## src/common/rbt_pkg.sv

```systemverilog
// Package of widths, reset values and carriers for the registered bus transceiver
package rbt_pkg;
  localparam int unsigned HALF_WIDTH = 8;
  localparam int unsigned HALF_COUNT = 2;
  localparam int unsigned BUS_WIDTH  = HALF_WIDTH * HALF_COUNT;
  localparam logic [BUS_WIDTH-1:0] REG_RESET = 16'h0000;
  localparam logic [BUS_WIDTH-1:0] HOLD_RESET = 16'h0000;
  localparam logic BUS_HOLD_ON = 1'b1;

  // Control group of one direction, all active low except the clock
  typedef struct packed {
    logic capture_clock;
    logic capture_enable_n;
    logic output_enable_n;
  } rbt_ctrl_type;

  // One direction's pin drive toward the far bus
  typedef struct packed {
    logic [BUS_WIDTH-1:0] data;
    logic [BUS_WIDTH-1:0] oe;
  } rbt_drive_type;

  typedef enum logic [1:0] {
    RBT_EDGE_IDLE = 2'b01,
    RBT_EDGE_HIGH = 2'b10
  } rbt_edge_type;
endpackage

```

## src/verilog/rbt_transceiver.sv

```systemverilog
// Top of the 16-bit registered bus transceiver, both directions
// Operation
// - The A-to-B register loads the A pins on a rising A-to-B capture clock only while its capture enable is low.
// - While the A-to-B output enable is low the B pins are driven with the A-to-B register.
// - Without an enabled rising edge the register keeps its contents and the outputs their level.
// - With the A-to-B output enable high the B outputs float whatever the other inputs do.
// - The B-to-A path works the same way with its own controls and drives the A pins.
// - Each pin is both a data input of one path and a three-state output of the other.
// - Two 8-bit halves share every control line, so they capture and drive together.
// - In the bus-hold build each data input keeps its last driven level when released.
module rbt_transceiver (
  input  wire logic                          sys_clk_in,
  input  wire logic                          rst_n_in,
  input  wire logic                          bus_hold_enable_in,
  input  wire logic                          a_to_b_capture_clock_in,
  input  wire logic                          a_to_b_capture_enable_n_in,
  input  wire logic                          a_to_b_output_enable_n_in,
  input  wire logic                          b_to_a_capture_clock_in,
  input  wire logic                          b_to_a_capture_enable_n_in,
  input  wire logic                          b_to_a_output_enable_n_in,
  input  wire logic [rbt_pkg::BUS_WIDTH-1:0] a_pin_in,
  input  wire logic [rbt_pkg::BUS_WIDTH-1:0] a_pin_driven_in,
  output logic [rbt_pkg::BUS_WIDTH-1:0]      a_pin_out,
  output logic [rbt_pkg::BUS_WIDTH-1:0]      a_pin_oe_out,
  input  wire logic [rbt_pkg::BUS_WIDTH-1:0] b_pin_in,
  input  wire logic [rbt_pkg::BUS_WIDTH-1:0] b_pin_driven_in,
  output logic [rbt_pkg::BUS_WIDTH-1:0]      b_pin_out,
  output logic [rbt_pkg::BUS_WIDTH-1:0]      b_pin_oe_out
);
  rbt_pkg::rbt_ctrl_type         ctrl_ab;
  rbt_pkg::rbt_ctrl_type         ctrl_ba;
  rbt_pkg::rbt_drive_type        drive_ab;
  rbt_pkg::rbt_drive_type        drive_ba;
  logic [rbt_pkg::BUS_WIDTH-1:0] held_a;
  logic [rbt_pkg::BUS_WIDTH-1:0] held_b;
  logic [rbt_pkg::BUS_WIDTH-1:0] a_seen;
  logic [rbt_pkg::BUS_WIDTH-1:0] b_seen;
  logic [rbt_pkg::BUS_WIDTH-1:0] stored_ab;
  logic [rbt_pkg::BUS_WIDTH-1:0] stored_ba;
  logic                          cap_ab;
  logic                          cap_ba;

  // Both halves take the same control bundle
  // Enables taken as active low levels, the capture clock as a rising edge
  assign ctrl_ab = '{capture_clock: a_to_b_capture_clock_in,
                     capture_enable_n: a_to_b_capture_enable_n_in,
                     output_enable_n: a_to_b_output_enable_n_in};
  assign ctrl_ba = '{capture_clock: b_to_a_capture_clock_in,
                     capture_enable_n: b_to_a_capture_enable_n_in,
                     output_enable_n: b_to_a_output_enable_n_in};

  // Bus hold keepers, one per bit; a pin we drive ourselves feeds back our value
  genvar i;
  generate
    for (i = 0; i < rbt_pkg::BUS_WIDTH; i++) begin : g_hold
      always_ff @(posedge sys_clk_in or negedge rst_n_in) begin
        if (!rst_n_in) begin
          held_a[i] <= rbt_pkg::HOLD_RESET[i];
          held_b[i] <= rbt_pkg::HOLD_RESET[i];
        end else begin
          if (a_pin_driven_in[i] || a_pin_oe_out[i]) begin
            held_a[i] <= a_seen[i];
          end
          if (b_pin_driven_in[i] || b_pin_oe_out[i]) begin
            held_b[i] <= b_seen[i];
          end
        end
      end
      // Released pin reads the kept level; plain build passes the pin as is
      assign a_seen[i] = (a_pin_oe_out[i] || a_pin_driven_in[i] || !bus_hold_enable_in)
                         ? (a_pin_oe_out[i] ? a_pin_out[i] : a_pin_in[i]) : held_a[i];
      assign b_seen[i] = (b_pin_oe_out[i] || b_pin_driven_in[i] || !bus_hold_enable_in)
                         ? (b_pin_oe_out[i] ? b_pin_out[i] : b_pin_in[i]) : held_b[i];

      // Kept level must be the one seen on the last driven cycle, not the reset value
      chk_keep_a_bit: assert property (@(posedge sys_clk_in) disable iff (!rst_n_in)
        ($past(rst_n_in) && bus_hold_enable_in && $past(a_pin_driven_in[i] || a_pin_oe_out[i])
         && !a_pin_driven_in[i] && !a_pin_oe_out[i]) |-> a_seen[i] == $past(a_seen[i]))
        else $error("released A bit lost level");
      chk_keep_b_bit: assert property (@(posedge sys_clk_in) disable iff (!rst_n_in)
        ($past(rst_n_in) && bus_hold_enable_in && $past(b_pin_driven_in[i] || b_pin_oe_out[i])
         && !b_pin_driven_in[i] && !b_pin_oe_out[i]) |-> b_seen[i] == $past(b_seen[i]))
        else $error("released B bit lost level");
    end
  endgenerate

  // A side feeds A-to-B, B side feeds B-to-A
  rbt_path u_a_to_b (
    .sys_clk_in  (sys_clk_in),
    .rst_n_in    (rst_n_in),
    .ctrl_in     (ctrl_ab),
    .src_data_in (a_seen),
    .drive_out   (drive_ab),
    .stored_out  (stored_ab),
    .capture_out (cap_ab)
  );

  // Mirror path with its own controls
  rbt_path u_b_to_a (
    .sys_clk_in  (sys_clk_in),
    .rst_n_in    (rst_n_in),
    .ctrl_in     (ctrl_ba),
    .src_data_in (b_seen),
    .drive_out   (drive_ba),
    .stored_out  (stored_ba),
    .capture_out (cap_ba)
  );

  // Contention left to the outside logic, no arbitration here
  assign b_pin_out    = drive_ab.data;
  assign b_pin_oe_out = drive_ab.oe;
  assign a_pin_out    = drive_ba.data;
  assign a_pin_oe_out = drive_ba.oe;

  chk_b_drives_reg: assert property (@(posedge sys_clk_in) disable iff (!rst_n_in)
    !a_to_b_output_enable_n_in |-> (b_pin_oe_out == '1 && b_pin_out == stored_ab))
    else $error("B pins not showing register");
  chk_a_drives_reg: assert property (@(posedge sys_clk_in) disable iff (!rst_n_in)
    !b_to_a_output_enable_n_in |-> (a_pin_oe_out == '1 && a_pin_out == stored_ba))
    else $error("A pins not showing register");
  chk_b_floats: assert property (@(posedge sys_clk_in) disable iff (!rst_n_in)
    a_to_b_output_enable_n_in |-> b_pin_oe_out == '0) else $error("B driven while disabled");
  chk_a_floats: assert property (@(posedge sys_clk_in) disable iff (!rst_n_in)
    b_to_a_output_enable_n_in |-> a_pin_oe_out == '0) else $error("A driven while disabled");
  chk_halves_together: assert property (@(posedge sys_clk_in) disable iff (!rst_n_in)
    cap_ab |=> stored_ab == $past(a_seen)) else $error("halves did not load together");
  // Edge detector restarts high, so a clock high during reset gives no edge at release
  chk_ba_capture: assert property (@(posedge sys_clk_in) disable iff (!rst_n_in)
    ($past(rst_n_in) && b_to_a_capture_clock_in && !$past(b_to_a_capture_clock_in)
     && !b_to_a_capture_enable_n_in) |-> cap_ba) else $error("B-to-A edge missed");
  chk_ab_capture: assert property (@(posedge sys_clk_in) disable iff (!rst_n_in)
    ($past(rst_n_in) && a_to_b_capture_clock_in && !$past(a_to_b_capture_clock_in)
     && !a_to_b_capture_enable_n_in) |-> cap_ab) else $error("A-to-B edge missed");
  chk_ab_refused: assert property (@(posedge sys_clk_in) disable iff (!rst_n_in)
    a_to_b_capture_enable_n_in |=> $stable(b_pin_out)) else $error("A-to-B loaded while disabled");
  chk_ba_refused: assert property (@(posedge sys_clk_in) disable iff (!rst_n_in)
    b_to_a_capture_enable_n_in |=> $stable(a_pin_out)) else $error("B-to-A loaded while disabled");
  chk_ab_no_edge: assert property (@(posedge sys_clk_in) disable iff (!rst_n_in)
    !a_to_b_capture_clock_in |=> $stable(b_pin_out)) else $error("A-to-B loaded with clock low");
  chk_ba_no_edge: assert property (@(posedge sys_clk_in) disable iff (!rst_n_in)
    !b_to_a_capture_clock_in |=> $stable(a_pin_out)) else $error("B-to-A loaded with clock low");
  chk_hold_keeps: assert property (@(posedge sys_clk_in) disable iff (!rst_n_in)
    (bus_hold_enable_in && !a_pin_driven_in[0] && !a_pin_oe_out[0])
    |-> a_seen[0] == held_a[0]) else $error("released A pin lost level");

  // Neither half may load on its own
  for (genvar h = 0; h < rbt_pkg::HALF_COUNT; h++) begin : g_half
    chk_half_ab_moves: assert property (@(posedge sys_clk_in) disable iff (!rst_n_in)
      $changed(stored_ab[h*rbt_pkg::HALF_WIDTH +: rbt_pkg::HALF_WIDTH]) |-> $past(cap_ab))
      else $error("A-to-B half loaded alone");
    chk_half_ba_moves: assert property (@(posedge sys_clk_in) disable iff (!rst_n_in)
      $changed(stored_ba[h*rbt_pkg::HALF_WIDTH +: rbt_pkg::HALF_WIDTH]) |-> $past(cap_ba))
      else $error("B-to-A half loaded alone");
  end
endmodule // rbt_transceiver

```

## src/verilog/rbt_path.sv

```systemverilog
// One direction of the transceiver: edge detect, capture register and drive
module rbt_path (
  input  wire logic                         sys_clk_in,
  input  wire logic                         rst_n_in,
  input  wire rbt_pkg::rbt_ctrl_type        ctrl_in,
  input  wire logic [rbt_pkg::BUS_WIDTH-1:0] src_data_in,
  output rbt_pkg::rbt_drive_type            drive_out,
  output logic [rbt_pkg::BUS_WIDTH-1:0]     stored_out,
  output logic                              capture_out
);
  rbt_pkg::rbt_edge_type edge_state;
  logic [rbt_pkg::BUS_WIDTH-1:0] stored;
  logic capture;

  // Capture clock sampled as synchronous input; rising edge is low then high
  always_ff @(posedge sys_clk_in or negedge rst_n_in) begin
    if (!rst_n_in) begin
      edge_state <= rbt_pkg::RBT_EDGE_HIGH;
    end else begin
      edge_state <= ctrl_in.capture_clock ? rbt_pkg::RBT_EDGE_HIGH : rbt_pkg::RBT_EDGE_IDLE;
    end
  end

  assign capture = ctrl_in.capture_clock && (edge_state == rbt_pkg::RBT_EDGE_IDLE)
                   && !ctrl_in.capture_enable_n;

  always_ff @(posedge sys_clk_in or negedge rst_n_in) begin
    if (!rst_n_in) begin
      stored <= rbt_pkg::REG_RESET;
    end else if (capture) begin
      stored <= src_data_in;
    end
  end
  // Otherwise held

  always_comb begin
    drive_out.data = stored;
    drive_out.oe   = {rbt_pkg::BUS_WIDTH{!ctrl_in.output_enable_n}};
  end
  assign stored_out  = stored;
  assign capture_out = capture;

  chk_capture_loads: assert property (@(posedge sys_clk_in) disable iff (!rst_n_in)
    capture |=> stored == $past(src_data_in)) else $error("capture not loaded");
  chk_hold_when_idle: assert property (@(posedge sys_clk_in) disable iff (!rst_n_in)
    !capture |=> $stable(stored)) else $error("register changed without capture");
  chk_enable_gates: assert property (@(posedge sys_clk_in) disable iff (!rst_n_in)
    ctrl_in.capture_enable_n |-> !capture) else $error("capture while disabled");
  chk_edge_needed: assert property (@(posedge sys_clk_in) disable iff (!rst_n_in)
    capture |-> !$past(ctrl_in.capture_clock)) else $error("capture without edge");
  chk_drive_value: assert property (@(posedge sys_clk_in) disable iff (!rst_n_in)
    drive_out.data == stored) else $error("drive differs from register");
  chk_float_off: assert property (@(posedge sys_clk_in) disable iff (!rst_n_in)
    ctrl_in.output_enable_n |-> drive_out.oe == '0) else $error("drive while disabled");
endmodule // rbt_path

```

## config.mk

```make
export PLATFORM = sky130hd
export DESIGN_NAME = rbt_transceiver
export DESIGN_NICKNAME = d
export VERILOG_FILES = /design/src/common/rbt_pkg.sv /design/src/verilog/rbt_transceiver.sv /design/src/verilog/rbt_path.sv
export SDC_FILE = /design/constraint.sdc
export NUM_CORES = 1
export LEC_CHECK = 0
export BUFFER_PORTS_ARGS = -buffer_cell sky130_fd_sc_hd__clkbuf_2
export CORE_MARGIN = 3
export CORE_UTILIZATION = 40
export CTS_BUF_LIST = sky130_fd_sc_hd__clkbuf_4 sky130_fd_sc_hd__clkbuf_8
export DETAILED_ROUTE_END_ITERATION = 7
export GPL_ROUTABILITY_DRIVEN = 0
export PLACE_DENSITY = 0.65
export SETUP_SLACK_MARGIN = 0.2
export SLEW_MARGIN = 20
export SYNTH_ARGS = -nofsm -noshare
export SYNTH_HDL_FRONTEND = slang
export SYNTH_SLANG_ARGS = --single-unit
```

## constraint.sdc

```tcl
create_clock -name sys_clk_in -period 2.51 [get_ports sys_clk_in]
set_input_delay 0.3765 -clock sys_clk_in [delete_from_list [all_inputs] [get_ports sys_clk_in]]
set_output_delay 0.3765 -clock sys_clk_in [all_outputs]
set_load 0.1 [all_outputs]
```

# ---- Word-level counts from Yosys, hierarchy flattened
# Cells that the tools add are included.
# Widths: inputs -> output; s select.
dict set report word_totals {
  reg_bits 68
  elab_cells 177
}
dict set report classes {
  eq_ne 2
  n_mux 66
  n_reduce_logical 73
}
# cell n
set ops {}
lappend ops {{$logic_or 1x1->1} 64}
lappend ops {{$mux 1} 64}
lappend ops {{$logic_not 1->1} 5}
lappend ops {{$eq 2x1->1 const B} 2}
lappend ops {{$logic_and 1x1->1} 4}
lappend ops {{$mux 2} 2}

# ---- Depth between registers and ports, before layout
# Gate-level depths: netlist of the first run.
dict set report depth {
  depth_word 4
  ltp_mapped 5
  mapped_depth_nobuf 3
}

# ---- Hierarchy
# Synthesis of the first run repeated with hierarchy kept, for this count alone.
dict set report hier_totals {
  cells_unflattened 402
  area_unflattened_um2 4372.9
}
# module instances cells_per_inst area_each_um2 seq_area_each_um2
set modules_own_cells {}
lappend modules_own_cells {rbt_transceiver 1 262 2473.6 800.8}
lappend modules_own_cells {rbt_path 2 70 949.7 451.7}

# ---- Worst setup path after synthesis of the first run
# OpenSTA, ideal clock, no wires.
dict set report synth_timing {
  path_kind {input-to-output}
  start {in b_to_a_output_enable_n_in}
  end {out a_pin_oe_out[10] (netlist bit)}
  arrival_ns 1.256
  path_slack_ns 0.878
  path_stages 2
  path_cell_list {inv_2 > buf_4}
}
dict set report synth_via {
  elab_chain_len 1
}
# item line_no
set synth_rtl {}
lappend synth_rtl {{start: declaration} rbt_transceiver.sv:20} ;# input wire logic b_to_a_output_enable_n_in,
lappend synth_rtl {{$logic_not 1->1} rbt_path.sv:38} ;# drive_out.oe = {rbt_pkg::BUS_WIDTH{!ctrl_in.output_enable_n}};
lappend synth_rtl {{end: declaration} rbt_transceiver.sv:24} ;# output logic [rbt_pkg::BUS_WIDTH-1:0] a_pin_oe_out,
# Every way passes these cells.

# ---- Final worst setup path of the first run
dict set report layout_timing {
  start {in a_to_b_output_enable_n_in}
  end {out b_pin_oe_out[4] (netlist bit)}
}
dict set report layout_via {
  elab_chain_len 1
}
# item line_no
set layout_rtl {}
lappend layout_rtl {{start: declaration} rbt_transceiver.sv:17} ;# input wire logic a_to_b_output_enable_n_in,
lappend layout_rtl {{$logic_not 1->1} rbt_path.sv:38}
lappend layout_rtl {{end: declaration} rbt_transceiver.sv:28} ;# output logic [rbt_pkg::BUS_WIDTH-1:0] b_pin_oe_out
# Every way passes these cells.

==> results of run 1 <==
[flip-flops by register name, summed over array words and instances, names as in the netlist]
name / cells
held_a: 16
held_b: 16
u_a_to_b.edge_state: 2
u_a_to_b.stored_out: 16
u_b_to_a.edge_state: 2
u_b_to_a.stored_out: 16
[kinds of logic after synthesis]
logic type	synth area share (%)
AOI/OAI and AO/OA	10.9
and+or+nand+nor	19.0
DFF	44.7
buffers and inverters	9.32
muxes	16.1
[worst max-delay path by stage]
stage                                    startpoint                endpoint  cells past startpoint
after global placement    a_to_b_output_enable_n_in         b_pin_oe_out[0]                      3
after global routing      a_to_b_output_enable_n_in         b_pin_oe_out[4]                      3
after CTS                 a_to_b_output_enable_n_in         b_pin_oe_out[4]                      3
final                     a_to_b_output_enable_n_in         b_pin_oe_out[4]                      3
after floorplan           b_to_a_output_enable_n_in        a_pin_oe_out[10]                      2
after detailed placement  a_to_b_output_enable_n_in  u_b_to_a.stored_out[5]                      4
[power by group through the flow]
stage	sequential [uW]	combinational (uW)	clock, uW
2_1_floorplan	2510	613	0
3_3_place_gp	1550	2010	0
3_5_place_dp	1560	2040	0
4_1_cts	1540	2040	908
5_1_grt	1580	2120	961
6_report	1540	2020	882
[synthesized netlist by cell type]
cell	number
a211oi_1	29
a21oi_1	29
and2b_1	24
and4bb_1	2
buf_1	1
buf_2	17
buf_4	33
clkbuf_1	1
dfrtp_1	66
dfstp_2	2
inv_1	2
inv_2	2
mux2_2	3
mux2i_1	58
nand2_1	6
nand2b_1	3
nand4b_1	3
nand4bb_1	2
nor2_1	59
nor2_4	1
nor2b_1	8
nor3_1	29
o22a_1	3
o2bb2ai_1	3
[routing by layer]
metal	GRT usage [%]	vias up	wire length (um)
met4	3.42	0	42
met5	0	-	0
met3	5.47	4	594
li1	-	1527	-
met2	34.2	87	5160
met1	24.0	1493	4160
[cell type report]
type / instances / share of cell area [%]
multi-input combinational: 262 / 34.7
sequential: 68 / 33.8
timing repair buffer: 143 / 24.3
tap: 126 / 3.12
clock buffer: 10 / 2.73
clock inverter: 5 / 1.04
inverter: 4 / 0.297
[cell usage in the layout (no fill, tap or decap)]
| cell type | netlist | routed |
|---|---|---|
| clkinv_2 | 0 | 3 |
| bufinv_16 | 0 | 1 |
| nand4bb_1 | 2 | 2 |
| nor3_1 | 29 | 29 |
| nor2b_1 | 8 | 8 |
| buf_12 | 0 | 33 |
| inv_1 | 2 | 2 |
| clkbuf_2 | 0 | 103 |
| clkbuf_8 | 0 | 10 |
| buf_4 | 33 | 7 |
| nor2_1 | 59 | 59 |
| and4bb_1 | 2 | 2 |
| and2b_1 | 24 | 24 |
| clkinvlp_4 | 0 | 1 |
| mux2i_1 | 58 | 58 |
| nand2_1 | 6 | 6 |
| nand2b_1 | 3 | 3 |
| dfstp_2 | 2 | 2 |
| o2bb2ai_1 | 3 | 3 |
| dfrtp_1 | 66 | 66 |
| o22a_1 | 3 | 3 |
| nor2_4 | 1 | 1 |
| mux2_2 | 3 | 3 |
| nand4b_1 | 3 | 3 |
| a21oi_1 | 29 | 29 |
| a211oi_1 | 29 | 29 |
| inv_2 | 2 | 2 |
[worst reg2reg max path: stages (launching register included)]
cell      delay (ps)
dfstp_2          370
and4bb_1         730
nor2_1           100
a211oi_1         210
[through the flow]
step	instances	hold slack, ps	setup slack (ps)
2_1_floorplan	386	80.9	878
3_3_place_gp	603	490	833
3_5_place_dp	603	502	798
4_1_cts	618	128	808
5_1_grt	618	127	765
6_report	618	143	811
==> flow_metrics.tcl, run 1 <==
set metrics [dict create \
    outcome "finished, final reports clean" \
    grt_start_max_net_pins 69 \
    worstPathArrival_ps 1320 \
    net-switching-power_uw 2190 \
    antenna_found_initial 0 \
    clock_power_share_pct 19.9 \
    critical-path-max-stage-delay_ps 580 \
    p_int_uw 2250 \
    synthTopCellsByArea "dfrtp_1 (43%), mux2i_1 (15%), buf_4 (6.5%), nor2_1 (5.8%), a211oi_1 (5.7%)" \
    relSlewSlack_pct 42.2 \
    regArea_mm2 0.00170 \
    drt-total-wl_mm 9.96 \
    wl_per_cell_um 16.1 \
    vias 3111 \
    max_cap_viol_count 0 \
    nNetsFinal 561 \
    insertion_delay_ps 340 \
    hold_class "primary input to async pin" \
    max_clock_freq_mhz 589 \
    slew_viol_final 0 \
    fin_skew_ps 5.78 \
    hold_viol_final 0 \
    cts-root-buf "clkbuf_8" \
    ctsHoldBuffers 0 \
    dpl_cell_area_mm2 0.00486 \
    io_buffers 136 \
    grt.overflow.total 0 \
    grt_pass1_vias 3251 \
    syn-mean-instance-area_um2 9.88 \
    crit_chain "clkbuf_2 -> inv_2 -> buf_12" \
    power_frac_comb_pct 45.5 \
    fin_crit_sh_pct 67.7 \
    p_per_area_mw_per_mm2 880 \
    cp_num_buf_inv 3 \
    syn2layout_area_growth_pct 32.4 \
    finalPower_uw 4440 \
    design_area_mm2 0.00505 \
    crit_path_start_kind "primary input" \
    synth-seq-cells 68 \
    setup_tns_ps 0 \
    worstSetupEndpointType "output pin" \
    synth_area_mm2 0.00381 \
    multiInputGateArea_mm2 0.00175 \
    r2r-end "u_b_to_a.stored_out[9]" \
    fin_util_pct 56.2 \
    fillers 778 \
    synth_top_area_share_pct 43.3 \
    synthCells 386 \
    yosysTopAreaCell "dfrtp_1" \
    cts_resized 0 \
    clkTransAtPathRegs_ps 70 \
    htree_num_levels 3 \
    core_area_mm2 0.00898 \
    cts_made_buffers 9 \
    synthDistinctLibCells 24 \
    sw_frac_of_total_pct 49.3 \
    worstSetupPathType "primary input to output pin" \
    setup_viol_count_final 0 \
    syn_nets 459 \
    drt_first_pass_iters 4 \
    grt_pass1_wl_mm 16.9 \
    rsz0062_at_grt "no" \
    vdd_ir_drop_max_mv 0.453 \
    cts.sinks 68 \
    r2r_cells 3 \
    postCtsSetupBuffers 0 \
    cp_data_required_time_ps 2130 \
    die_y_um 104 \
    antennaDiodeCount 0 \
    post-route-drc-count 0 \
    fp.dieW_um 104 \
    ys_seq_area_share_pct 44.7 \
    cts_tree "done" \
    rrSetupSlack_ps 1010 \
    clockBufferDepth 2 \
    ios 137 \
    drive_above_1_share_pct 33.7 \
    die-area_mm2 0.0107 \
    period_needed_ps 1700 \
    worstPathMaxFanout 17 \
    via_per_inst 5.03 \
    first_iter_violations 96 \
    crit_slowest_cell "inv_2" \
    post-dp-hpwl_mm 7.00 \
    num_rows 34 \
    crit_family "buffers and inverters" \
    yosys_warnings 0 \
    grtUsageTotal_pct 19.4 \
    tightest_slew_ps 867 \
    initial_core_util_pct 42.5 \
    p_leak_uw 0.00235 \
    ant_nets 0 \
    pwr-share-seq_pct 34.7 \
    r2r_start "u_b_to_a.edge_state[1]" \
]
(Power assumes the default switching activity.)
==> run 2, diff against run 1 <==
==> constraint.sdc (replaced) <==
create_clock -name sys_clk_in -period 1.69 [get_ports sys_clk_in]
set_input_delay 0.2535 -clock sys_clk_in [delete_from_list [all_inputs] [get_ports sys_clk_in]]
set_output_delay 0.2535 -clock sys_clk_in [all_outputs]
set_load 0.1 [all_outputs]
==> flow_metrics.tcl, run 2 (synthesis gave the netlist of run 1 again) <==
set metrics [dict create \
    r2r-end "u_b_to_a.stored_out[7]" \
    num_rows 34 \
    max_cap_viol_count 0 \
    startpoint "u_b_to_a.stored_out[1]" \
    die_y_um 104 \
    die-area_mm2 0.0107 \
    fin_skew_ps 5.50 \
    cts_made_buffers 9 \
    critical-path-max-stage-delay_ps 440 \
    setup_tns_ps 0 \
    grt_pass1_wl_mm 16.4 \
    crit_chain "buf_2" \
    hold_class "primary input to flip-flop" \
    ios 137 \
    p_int_uw 3750 \
    fillers 781 \
    insertion_delay_ps 350 \
    worstPathArrival_ps 1170 \
    endpoint "a_pin_out[1]" \
    first_iter_violations 202 \
    crit_family "buffers and inverters" \
    wl_per_cell_um 15.9 \
    crit_slowest_cell "buf_2" \
    slew_viol_final 0 \
    cts-root-buf "clkbuf_8" \
    hold_viol_final 0 \
    cp_num_buf_inv 1 \
    antennaDiodeCount 0 \
    worstHoldPathCells 1 \
    cts.sinks 68 \
    clock_power_share_pct 23.2 \
    drt_first_pass_iters 4 \
    fin_crit_sh_pct 84.4 \
    p_leak_uw 0.00244 \
    worstSetupEndpointType "output pin" \
    period_needed_ps 1430 \
    grt.overflow.total 0 \
    net-switching-power_uw 3290 \
    cts_tree "done" \
    sw_frac_of_total_pct 46.7 \
    clkTransAtPathRegs_ps 70 \
    clockBufferDepth 2 \
    post-dp-hpwl_mm 7.35 \
    htree_num_levels 3 \
    setup_viol_count_final 0 \
    crit_path_start_kind "flip-flop" \
    rsz0062_at_grt "no" \
    mostFrequentLayoutCells "clkbuf_2 (71), dfrtp_1 (66), nor2_1 (59), mux2i_1 (58), buf_12 (36)" \
    drt-total-wl_mm 9.95 \
    pwr-share-seq_pct 32.5 \
    cp_data_required_time_ps 1440 \
    grt_pass1_vias 3290 \
    nNetsFinal 569 \
    worstPathMaxFanout 4 \
    grt_start_max_net_pins 41 \
    grtUsageTotal_pct 18.8 \
    r2r_start "u_b_to_a.edge_state[1]" \
    syn2layout_area_growth_pct 38.4 \
    antenna_found_initial 0 \
    max_clock_freq_mhz 701 \
    ant_nets 0 \
    worstSetupPathType "flip-flop to output pin" \
    final_common_cell "clkbuf_2" \
    core_area_mm2 0.00898 \
    design_area_mm2 0.00528 \
    rrSetupSlack_ps 310 \
    dpl_cell_area_mm2 0.00495 \
    fp.dieW_um 104 \
    multiInputGateArea_mm2 0.00175 \
    regArea_mm2 0.00170 \
    fin_ws_ps 264 \
    io_buffers 136 \
    power_frac_comb_pct 44.3 \
    r2r_cells 3 \
    via_per_inst 5.10 \
    drive_above_1_share_pct 34.7 \
    relSlewSlack_pct 67.3 \
    vdd_ir_drop_max_mv 0.862 \
    tightest_slew_ps 494 \
    outcome "finished, final reports clean" \
    post-route-drc-count 0 \
    postCtsSetupBuffers 0 \
    place_ws_ps 263 \
    cp.depth 1 \
    p_per_area_mw_per_mm2 1330 \
    initial_core_util_pct 42.5 \
    vias 3196 \
]
run 2: cell count changes in the layout (fill, tap and decap cells not counted):
cell / previous run / this run
buf_4: 7 / 11
clkinvlp_4: 1 / 0
clkbuf_8: 10 / 9
buf_12: 33 / 36
dlygate4sd3_1: 0 / 1
clkbuf_2: 103 / 71
buf_2: 0 / 2
bufinv_16: 1 / 3
clkinv_4: 0 / 2
clkbuf_4: 0 / 31
clkinv_2: 3 / 1
run 2: cell type report:
type | count | share of cell area, %
Tap cell | 126 | 2.99
Timing Repair Buffer | 151 | 26.6
Clock inverter | 6 | 2.13
Clock buffer | 10 | 2.49
Sequential cell | 68 | 32.3
Inverter | 4 | 0.284
Multi-Input combinational cell | 262 | 33.2
run 2: per-stage QoR:
stage	hold slack (ps)	utilization (%)	cells	power, uW
after global placement	206	55.1	610	5300
after CTS	5.49	58.8	627	7100
final	21.4	58.8	627	7040
after global routing	14.0	58.8	627	7350
after floorplan	-42.1	-	386	4630
after detailed placement	209	55.1	610	5360
run 2: how the worst min path moves through the flow:
stage	startpoint	to	slack [ps]
after floorplan	rst_n_in	held_a[0]	-40
after global placement	rst_n_in	held_a[15]	210
after detailed placement	rst_n_in	held_a[15]	210
after CTS	b_to_a_capture_clock_in	u_b_to_a.edge_state[1]	5
after global routing	b_to_a_capture_clock_in	u_b_to_a.edge_state[1]	10
final	a_to_b_capture_clock_in	u_a_to_b.edge_state[1]	20
run 2: metal layers:
layer,vias to the layer above,routed length (um),global-route usage (%)
met4,0,188,5.98
li1,1546,-,-
met2,116,4980,32.1
met5,-,0,0
met1,1518,4040,22.9
met3,16,734,5.35
run 2: power groups by stage:
stage	clock network [uW]	registers, uW	logic [uW]
final	1630	2290	3120
after global routing	1740	2340	3260
after CTS	1670	2290	3140
after detailed placement	0	2310	3040
after global placement	0	2300	3000
after floorplan	0	3720	910
run 2: repair_timing:
action | CTS | global route
pin swaps | 0 | 0
resized for setup | 30 | 2
endpoints found under the hold margin | 26 | 0
cloned | 0 | 0
setup endpoints to repair | 30 | 2
hold buffers | 1 | 0
